## config.mk

```make
export PLATFORM = sky130hd
export DESIGN_NAME = scs_clock_select
export DESIGN_NICKNAME = d
export VERILOG_FILES = /design/src/hdl/scs_pkg.sv /design/src/hdl/scs_clock_select.sv
export SDC_FILE = /design/constraint.sdc
export NUM_CORES = 1
export LEC_CHECK = 0
export ABC_AREA = 1
export BUFFER_PORTS_ARGS = -buffer_cell sky130_fd_sc_hd__clkbuf_2
export CORE_MARGIN = 1.5
export CORE_UTILIZATION = 57
export DETAILED_ROUTE_END_ITERATION = 8
export PLACE_DENSITY_LB_ADDON = 0.15
export SYNTH_ARGS = -nofsm -noshare
export SYNTH_HDL_FRONTEND = slang
export SYNTH_SLANG_ARGS = --single-unit
```

## constraint.sdc

```tcl
create_clock -name pclk -period 5.5 [get_ports pclk]
set_clock_uncertainty 0.1 [all_clocks]
set_input_delay 0.55 -clock pclk [delete_from_list [all_inputs] [get_ports pclk]]
set_output_delay 0.55 -clock pclk [all_outputs]
set_load 0.1 [all_outputs]
```

## src/hdl/scs_pkg.sv

```systemverilog
package scs_pkg;

   // clock source select codes, one per oscillator mode
   typedef enum logic [2:0] {
      SCS_MODE_LOW_POWER_CRYSTAL  = 3'h0,
      SCS_MODE_MEDIUM_GAIN_RESON  = 3'h1,
      SCS_MODE_HIGH_GAIN_RESON    = 3'h2,
      SCS_MODE_EXT_CLOCK_INPUT    = 3'h3,
      SCS_MODE_INT_RC_WITH_IO     = 3'h4,
      SCS_MODE_INT_RC_CLOCK_OUT   = 3'h5,
      SCS_MODE_EXT_RC_WITH_IO     = 3'h6,
      SCS_MODE_EXT_RC_CLOCK_OUT   = 3'h7
   } scs_mode_t;

   // startup counter states
   typedef enum logic [1:0] {
      SCS_ST_COUNT = 2'b00,
      SCS_ST_RUN   = 2'b01
   } scs_state_t;

   // register byte addresses
   localparam logic [11:0] SCS_ADDR_CONTROL = 12'h000;
   localparam logic [11:0] SCS_ADDR_TRIM    = 12'h004;
   localparam logic [11:0] SCS_ADDR_CONFIG  = 12'h008;

   // control field positions
   localparam int SCS_PS_LSB     = 4;
   localparam int SCS_LOCKED_BIT = 3;
   localparam int SCS_SETTLE_BIT = 2;
   localparam int SCS_TRIM_W     = 6;

   localparam logic [1:0] SCS_PS_RESET   = 2'h2;
   localparam logic [5:0] SCS_TRIM_RESET = 6'h00;

   // reference and locked frequencies in kHz
   localparam int SCS_REF_KHZ  = 500;
   localparam int SCS_PLL_KHZ  = 16000;
   localparam int SCS_PCLK_KHZ = 250000;
   // internal clock modelled as one tick per divide of pclk
   localparam int SCS_PLL_DIV  = SCS_PCLK_KHZ / (2 * SCS_PLL_KHZ);
   localparam int SCS_REF_DIV  = SCS_PCLK_KHZ / (2 * SCS_REF_KHZ);

   localparam int SCS_STARTUP_OSC = 1024;
   localparam int SCS_LOCK_CYCLES = 64;
   localparam int SCS_SETTLE_CYCLES = 256;

endpackage : scs_pkg

```

## src/hdl/scs_clock_select.sv

```systemverilog
`timescale 1ns/1ns
// Contract
// (RULE1) eight oscillator modes chosen by a select field in configuration word
// (RULE2) external RC mode drives clock divided by four on second pin
// (RULE3) external RC with I/O releases second pin to general I/O
// (RULE4) internal clock-out mode: first pin I/O, second pin drives clock/4
// (RULE5) internal I/O mode: both oscillator pins are general I/O
// (RULE6) external clock input on first pin, second pin general I/O
// (RULE7) internal clock from 500 kHz reference, eight frequencies up to 16 MHz
// (RULE8) postscaler divides by one, two, four or eight
// (RULE9) multiplier bit locks source to 16 MHz ahead of postscaler
// (RULE10) multiplier bit is fixed at programming time by the programmer
// (RULE11) multiplier on: codes 11,10,01,00 give 16,8,4,2 MHz
// (RULE12) multiplier off: codes give 500,250,125,62.5 kHz
// (RULE13) every reset loads postscale select with binary 10
// (RULE14) new postscale selection applies with no start-up delay
// (RULE15) postscale select field sits at control bits five and four
// (RULE16) read-only bit three shows oscillator locked within two percent
// (RULE17) read-only bit two shows oscillator settled to half percent
// (RULE18) trim register holds six-bit two's complement value, reset zero
// (RULE19) trim 000000 calibrated, 011111 maximum, 100000 minimum frequency
// (RULE20) trim change moves frequency gradually, no completion indication
// (RULE21) crystal modes count 1024 first-pin oscillations before reset release
// (RULE22) mode encoding of the select field is chosen by this design
// (RULE23) unimplemented control and trim bits ignore writes, read zero
module scs_clock_select
   import scs_pkg::*;
#(
   parameter int STARTUP_OSC = SCS_STARTUP_OSC
) (
   input  wire logic        pclk,
   input  wire logic        presetn,
   input  wire logic        psel,
   input  wire logic        penable,
   input  wire logic        pwrite,
   input  wire logic [11:0] paddr,
   input  wire logic [31:0] pwdata,
   output logic      [31:0] prdata,
   output logic             pready,
   output logic             pslverr,
   input  wire logic [2:0]  first_configuration_word,
   input  wire logic        pll_multiplier_on,
   input  wire logic        first_oscillator_pin_in,
   output logic             first_oscillator_pin_oe,
   output logic             second_oscillator_pin_out,
   output logic             second_oscillator_pin_oe,
   output logic             int_clock_tick,
   output logic [5:0]       trim_applied,
   output logic             core_reset_n
);

   // configuration and pin inputs come from outside: two flops each, a third on the oscillator pin
   logic [2:0] cfg_s1_r;
   logic [2:0] cfg_s2_r;
   logic       pll_s1_r;
   logic       pll_s2_r;
   logic       osc_s1_r;
   logic       osc_s2_r;
   logic       osc_s3_r;

   // straps are static in use, but may move while reset is held
   always_ff @(posedge pclk or negedge presetn) begin
      if (!presetn) begin
         cfg_s1_r <= 3'h0;
         cfg_s2_r <= 3'h0;
      end else begin
         cfg_s1_r <= first_configuration_word;
         cfg_s2_r <= cfg_s1_r;
      end
   end

   always_ff @(posedge pclk or negedge presetn) begin
      if (!presetn) begin
         pll_s1_r <= 1'b0;
         pll_s2_r <= 1'b0;
      end else begin
         pll_s1_r <= pll_multiplier_on;
         pll_s2_r <= pll_s1_r;
      end
   end

   // third stage only feeds the edge detector, after the synchroniser
   always_ff @(posedge pclk or negedge presetn) begin
      if (!presetn) begin
         osc_s1_r <= 1'b0;
         osc_s2_r <= 1'b0;
         osc_s3_r <= 1'b0;
      end else begin
         osc_s1_r <= first_oscillator_pin_in;
         osc_s2_r <= osc_s1_r;
         osc_s3_r <= osc_s2_r;
      end
   end

   // (RULE22) own mode encoding
   scs_mode_t mode;
   assign mode = scs_mode_t'(cfg_s2_r);
   // (RULE10) multiplier taken as a static strap
   wire pll_on = pll_s2_r;

   // APB decode
   wire acc      = psel & penable;
   wire hit_ctl  = (paddr == SCS_ADDR_CONTROL);
   wire hit_trim = (paddr == SCS_ADDR_TRIM);
   wire hit_cfg  = (paddr == SCS_ADDR_CONFIG);
   wire mapped   = hit_ctl | hit_trim | hit_cfg;
   wire wr_ctl   = acc & pwrite & hit_ctl & ~pready;
   wire wr_trim  = acc & pwrite & hit_trim & ~pready;

   logic [1:0] postscale_select_r;
   logic [5:0] trim_value_r;
   logic       int_osc_locked_r;
   logic       int_osc_settled_r;

   // (RULE13) reset loads 10; (RULE15) field at bits 5:4
   always_ff @(posedge pclk or negedge presetn) begin
      if (!presetn)
         postscale_select_r <= SCS_PS_RESET;
      else if (wr_ctl)
         postscale_select_r <= pwdata[SCS_PS_LSB +: 2];
   end

   // (RULE18) six-bit trim, reset zero
   always_ff @(posedge pclk or negedge presetn) begin
      if (!presetn)
         trim_value_r <= SCS_TRIM_RESET;
      else if (wr_trim)
         trim_value_r <= pwdata[SCS_TRIM_W-1:0];
   end

   // (RULE23) unimplemented bits read zero
   logic [31:0] rd_mux;
   assign rd_mux =
      hit_ctl  ? {24'h000000, 2'h0, postscale_select_r,
                  int_osc_locked_r, int_osc_settled_r, 2'h0} :
      hit_trim ? {26'h0000000, trim_value_r} :
      hit_cfg  ? {28'h0000000, pll_on, cfg_s2_r} : 32'h00000000;

   // one wait state: ready one cycle into access phase
   wire        answer_due = acc & ~pready;
   wire [31:0] rd_word    = (answer_due & ~pwrite) ? rd_mux : 32'h00000000;

   // ready is a pulse, so a held access answers at most every second cycle
   always_ff @(posedge pclk or negedge presetn) begin
      if (!presetn)
         pready <= 1'b0;
      else
         pready <= answer_due;
   end

   // (RULE23) unmapped address answers with an error
   always_ff @(posedge pclk or negedge presetn) begin
      if (!presetn)
         pslverr <= 1'b0;
      else
         pslverr <= answer_due & ~mapped;
   end

   // read data stands only while ready stands
   always_ff @(posedge pclk or negedge presetn) begin
      if (!presetn)
         prdata <= 32'h00000000;
      else
         prdata <= rd_word;
   end

   // (RULE7) source divide; (RULE9) 16 MHz when multiplier on
   localparam int DIVW = 8;
   localparam logic [DIVW-1:0] PLL_LAST = DIVW'(SCS_PLL_DIV - 1);
   localparam logic [DIVW-1:0] REF_LAST = DIVW'(SCS_REF_DIV - 1);
   wire [DIVW-1:0] src_last = pll_on ? PLL_LAST : REF_LAST;
   logic [DIVW-1:0] src_cnt_r;
   logic            src_tick_r;
   always_ff @(posedge pclk or negedge presetn) begin
      if (!presetn) begin
         src_cnt_r  <= '0;
         src_tick_r <= 1'b0;
      end else if (src_cnt_r >= src_last) begin
         src_cnt_r  <= '0;
         src_tick_r <= 1'b1;
      end else begin
         src_cnt_r  <= src_cnt_r + DIVW'(1);
         src_tick_r <= 1'b0;
      end
   end

   // (RULE8) postscaler 1/2/4/8; (RULE11) (RULE12) code 11 = undivided
   logic [2:0] ps_cnt_r;
   logic [2:0] ps_mask;
   always_comb begin
      unique case (postscale_select_r)
         2'b11: ps_mask = 3'h0;
         2'b10: ps_mask = 3'h1;
         2'b01: ps_mask = 3'h3;
         2'b00: ps_mask = 3'h7;
      endcase
   end
   // (RULE14) mux select acts at once, no restart delay
   wire ps_tick = src_tick_r & ((ps_cnt_r & ps_mask) == 3'h0);
   always_ff @(posedge pclk or negedge presetn) begin
      if (!presetn)
         ps_cnt_r <= 3'h0;
      else if (src_tick_r)
         ps_cnt_r <= ps_cnt_r + 3'h1;
   end

   // internal clock level toggles per tick
   // clock-out counts whole internal periods, so only rising ticks count
   logic       int_clk_r;
   logic [1:0] q_cnt_r;
   wire        int_rise = ps_tick & ~int_clk_r;
   always_ff @(posedge pclk or negedge presetn) begin
      if (!presetn) begin
         int_clk_r      <= 1'b0;
         q_cnt_r        <= 2'h0;
         int_clock_tick <= 1'b0;
      end else begin
         int_clock_tick <= ps_tick;
         if (ps_tick)
            int_clk_r <= ~int_clk_r;
         if (int_rise)
            q_cnt_r <= q_cnt_r + 2'h1;
      end
   end

   // external RC: one first-pin rising edge per oscillator period
   wire        osc_rise = osc_s2_r & ~osc_s3_r;
   logic [1:0] ext_cnt_r;
   always_ff @(posedge pclk or negedge presetn) begin
      if (!presetn)
         ext_cnt_r <= 2'h0;
      else if (osc_rise)
         ext_cnt_r <= ext_cnt_r + 2'h1;
   end

   // (RULE1) mode decides pin use
   wire is_int_out = (mode == SCS_MODE_INT_RC_CLOCK_OUT);
   wire is_ext_rc  = (mode == SCS_MODE_EXT_RC_CLOCK_OUT);
   wire is_xtal    = (mode == SCS_MODE_LOW_POWER_CRYSTAL) |
                     (mode == SCS_MODE_MEDIUM_GAIN_RESON) |
                     (mode == SCS_MODE_HIGH_GAIN_RESON);
   // (RULE4) internal /4 on second pin
   // (RULE2) external RC /4 on second pin
   wire pin2_out_nxt = is_int_out ? q_cnt_r[1] :
                       is_ext_rc  ? ext_cnt_r[1] : 1'b0;
   // (RULE3) (RULE5) (RULE6) second pin released otherwise
   wire pin2_oe_nxt  = is_int_out | is_ext_rc;

   always_ff @(posedge pclk or negedge presetn) begin
      if (!presetn)
         second_oscillator_pin_out <= 1'b0;
      else
         second_oscillator_pin_out <= pin2_out_nxt;
   end

   always_ff @(posedge pclk or negedge presetn) begin
      if (!presetn)
         second_oscillator_pin_oe <= 1'b0;
      else
         second_oscillator_pin_oe <= pin2_oe_nxt;
   end

   // first pin is input or free I/O; never driven by this block
   always_ff @(posedge pclk or negedge presetn) begin
      if (!presetn)
         first_oscillator_pin_oe <= 1'b0;
      else
         first_oscillator_pin_oe <= 1'b0;
   end

   // (RULE21) crystal start-up counter
   localparam int SUW = $clog2(STARTUP_OSC + 1);
   localparam logic [SUW-1:0] SU_LAST = SUW'(STARTUP_OSC);
   scs_state_t st_r;
   logic [SUW-1:0] su_cnt_r;
   always_ff @(posedge pclk or negedge presetn) begin
      if (!presetn) begin
         st_r         <= SCS_ST_COUNT;
         su_cnt_r     <= '0;
         core_reset_n <= 1'b0;
      end else begin
         unique case (st_r)
            SCS_ST_COUNT: begin
               if (!is_xtal || su_cnt_r == SU_LAST) begin
                  st_r         <= SCS_ST_RUN;
                  core_reset_n <= 1'b1;
               end else if (osc_rise)
                  su_cnt_r <= su_cnt_r + SUW'(1);
            end
            SCS_ST_RUN: core_reset_n <= 1'b1;
            default: st_r <= SCS_ST_COUNT;
         endcase
      end
   end

   // (RULE20) trim slews one step per internal tick, silently
   // (RULE19) signed compare orders codes min to max
   always_ff @(posedge pclk or negedge presetn) begin
      if (!presetn)
         trim_applied <= SCS_TRIM_RESET;
      else if (ps_tick) begin
         if ($signed(trim_applied) < $signed(trim_value_r))
            trim_applied <= trim_applied + 6'h01;
         else if ($signed(trim_applied) > $signed(trim_value_r))
            trim_applied <= trim_applied - 6'h01;
      end
   end

   // (RULE16) (RULE17) lock then settle timers after reset
   localparam logic [8:0] LOCK_LAST = 9'(SCS_LOCK_CYCLES);
   localparam logic [8:0] SETL_LAST = 9'(SCS_SETTLE_CYCLES);
   logic [8:0] st_cnt_r;
   // counter parks at the settle count so the flags never fall again
   always_ff @(posedge pclk or negedge presetn) begin
      if (!presetn)
         st_cnt_r <= 9'h000;
      else if (st_cnt_r != SETL_LAST)
         st_cnt_r <= st_cnt_r + 9'h001;
   end

   always_ff @(posedge pclk or negedge presetn) begin
      if (!presetn) begin
         int_osc_locked_r  <= 1'b0;
         int_osc_settled_r <= 1'b0;
      end else begin
         int_osc_locked_r  <= (st_cnt_r >= LOCK_LAST);
         int_osc_settled_r <= (st_cnt_r == SETL_LAST);
      end
   end

endmodule : scs_clock_select

```

==> reports/qor.yml <==
drt:
  wl_per_cell_um: 12.2
  finalWirelength_um: 6930
  route.vias.total: 2818
  ant_nets: 0
  route.detailed.drc: 7
  drt_iter0_drc: 97
  vias_per_cell: 4.98
  dr.pass1.iters: 6
layout:
  diodes: 0
  num-fill-cells: 517
  nets: 559
  areaGrowthSynthToFinish_pct: 11.3
  drive_gt1_share_pct: 16.0
worst_setup_path:
  start_kind: "flip-flop"
  worstReg2RegStart: "trim_applied[5]"
  critPathMaxFanout: 5
  critical-path-slowest-cell: "dfrtp_1"
  worstPathArrival_ps: 2590
  cpPeakStageDelay_ps: 420
  cp-end-kind: "flip-flop"
  worst-setup-path-type: "flip-flop to flip-flop"
  crit_top_cell: "nand2_1"
  timing.critical_path.from: "trim_applied[5]"
  cp_data_required_time_ps: 5650
  path_cells: "ha_1 > a21oi_1 > nand3_2 > nand2_1 > nand3_1 > nand2_1 > inv_1 > ha_1 > inv_1 > nand2_1 > nand3_2 > nand3_1 > nand3_1 > nand2_1"
grt:
  overflow: 0
  antenna_found_initial: 0
  grt_pass1_vias: 2733
  grt_pass1_wl_um: 12200
  grt_usage_pct: 21.3
  grt_start_max_net_pins: 78
synth:
  async_flop_share_pct: 100
  yosysSeqAreaShare_pct: 49.5
  synthTopCellsByCount: "83 x nand2_1, 76 x dfrtp_1, 61 x inv_1"
  synth_cell_types: 33
  yosysWarnings: 0
  synthTopCellsByArea: "dfrtp_1 49%, nand2_1 8.0%, ha_1 6.7%, inv_1 5.9%, buf_4 5.2%"
  yosysTopAreaCell: "dfrtp_1"
  avgSynthCellArea_um2: 9.03
  synth-edff-count: 0
  netlist_instances: 431
  synth_most_common_cell: "nand2_1"
  syn_area_um2: 3890
  synth_seq_cells: 77
  synth_top_flop_cell: "dfrtp_1"
  synth_top_area_share_pct: 48.8
power:
  power-per-cell-area_nw_per_um2: 373
  peakVddDrop_v: 0.000282
  p_total_uw: 1620
  power.leakage_uw: 0.00233
clocking:
  ctsRootBufferMaster: "clkbuf_8"
  clk_latency_ps: 360
  cts_tree: "yes"
  postCtsHoldBufs: 0
  path_clk_slew_ps: 90
  clock_sinks: 77
  clock_path_buffers: 2
  cts_buffers: 9
  post_cts_resized: 0
  post_cts_buffers: 0
  htree_levels: 3
timing:
  slew_violations: 0
  hold_viol: 0
  fin_tns_setup_ps: 0
  fin_crit_sh_pct: 44.3
  worst_slew_pin_slew_ps: 946
  slew-limit-headroom_pct: 37.0
  max_freq_mhz: 410
  rsz0062_at_grt: "false"
  setup_viol: 0
  post-route-min-period_ps: 2440
place:
  dp.final_hpwl_um: 4900
  gp_congestion: 0.832
  port_buffers: 45
hold_path:
  hp-start: "pll_multiplier_on"
  hold_class: "primary input to flip-flop"
floorplanning:
  dieArea_um2: 7340
  start_util_pct: 60.3
  core_area_um2: 6460
  num_io_pins: 99
  die_h_um: 85.7
  die_x_um: 85.7
  row_count: 29
flow_run:
  max_cap_viol_count: 0
run_status:
  outcome: "finished with violations"
  violations: "design-rule violations"
[flip-flops by register name (all words and copies together) (netlist names), 2 cells and up]
name                cells
ps_cnt_r                3
su_cnt_r               11
cfg_s1_r                3
ext_cnt_r               2
trim_applied            6
st_cnt_r                9
cfg_s2_r                3
src_cnt_r               8
postscale_select_r      2
trim_value_r            6
prdata                  6
q_cnt_r                 2
[power breakdown]
part | total, uW | internal (uW) | switching (uW) | leakage, uW
sequential | 704 | 639 | 65.3 | 0.000976
combinational | 421 | 111 | 311 | 0.00125
clock | 492 | 271 | 221 | 0.000110
total | 1620 | 1020 | 597 | 0.00233
[area by class of cell]
class                      instances  area (um2)  share of cell area (%)
multi-input combinational        289        1620                    37.4
timing repair buffer              45         228                    5.25
inverter                          62         233                    5.37
sequential                        77        1930                    44.5
clock buffer                      10         138                    3.17
clock inverter                     6        92.6                    2.14
tap                               77        96.3                    2.22
[per-stage QoR]
| stage | worst slack, ps | util (%) | instances | hold slack [ps] | area [um2] |
|---|---|---|---|---|---|
| 5_1_grt | 2760 | 67.1 | 566 | 178 | 4340 |
| 2_1_floorplan | 2660 | - | 457 | 154 | 3990 |
| 6_report | 3060 | 67.1 | 566 | 187 | 4340 |
| 4_1_cts | 3050 | 67.1 | 566 | 177 | 4340 |
| 3_3_place_gp | 3200 | 63.6 | 550 | 231 | 4110 |
| 3_5_place_dp | 3130 | 63.6 | 550 | 236 | 4110 |
[critical path: cells and delay by family, from the launching register on]
family                   cells  cell delay [ps]
AO/OA/AOI/OAI                1              360
adder cells (fa/ha/maj)      2              540
buffers and inverters        2               90
flip-flops                   1              420
AND/OR/NAND/NOR              9              820
[worst paths after layout]
path / cells past startpoint / endpoint / slack (ps)
hold / removal: 1 / pll_s1_r / 190
min in group asynchronous: 1 / pready / 210
hold reg to reg: 0 / cfg_s2_r[2] / 250
setup / recovery: 14 / trim_applied[4] / 3060
setup reg to reg: 14 / trim_applied[4] / 3060
max in group asynchronous: 1 / src_cnt_r[0] / 4450
[kinds of logic after synthesis]
group	Yosys count	synth area share (%)
simple gates	173	20.1
buf+inv	91	11.4
flops	77	49.5
compound gates	38	5.24
xor+xnor	28	6.30
fa+ha+maj	21	6.75
mux	2	0.578
other cells	1	0.0963
[per-layer routing]
layer	global-route usage [%]	vias up	share of wire [%]
li1	-	1424	-
met1	26.5	1322	44
met2	35.6	65	50
met3	6.45	7	4.2
met4	7.04	0	1.2
met5	0	-	0
[cell usage in the layout (no fill, tap or decap), types with 2 or more instances in the layout]
cell and instances:
nand2_1 83, dfrtp_1 76, inv_1 61, clkbuf_2 44, nor2_1 33, conb_1 27
xor2_1 23, ha_1 21, a21oi_1 19, nand3_1 17, o21ai_0 15, clkbuf_8 10
nor3_1 8, nand4_1 7, nor4_1 6, nand2_2 5, xnor2_1 5, nor3b_1 3
nor2_2 2, nand3_2 2, mux2_2 2, or2_2 2, clkinvlp_4 2, bufinv_16 2
inv_6 2
No activity file was read; power rests on OpenSTA's default activity.
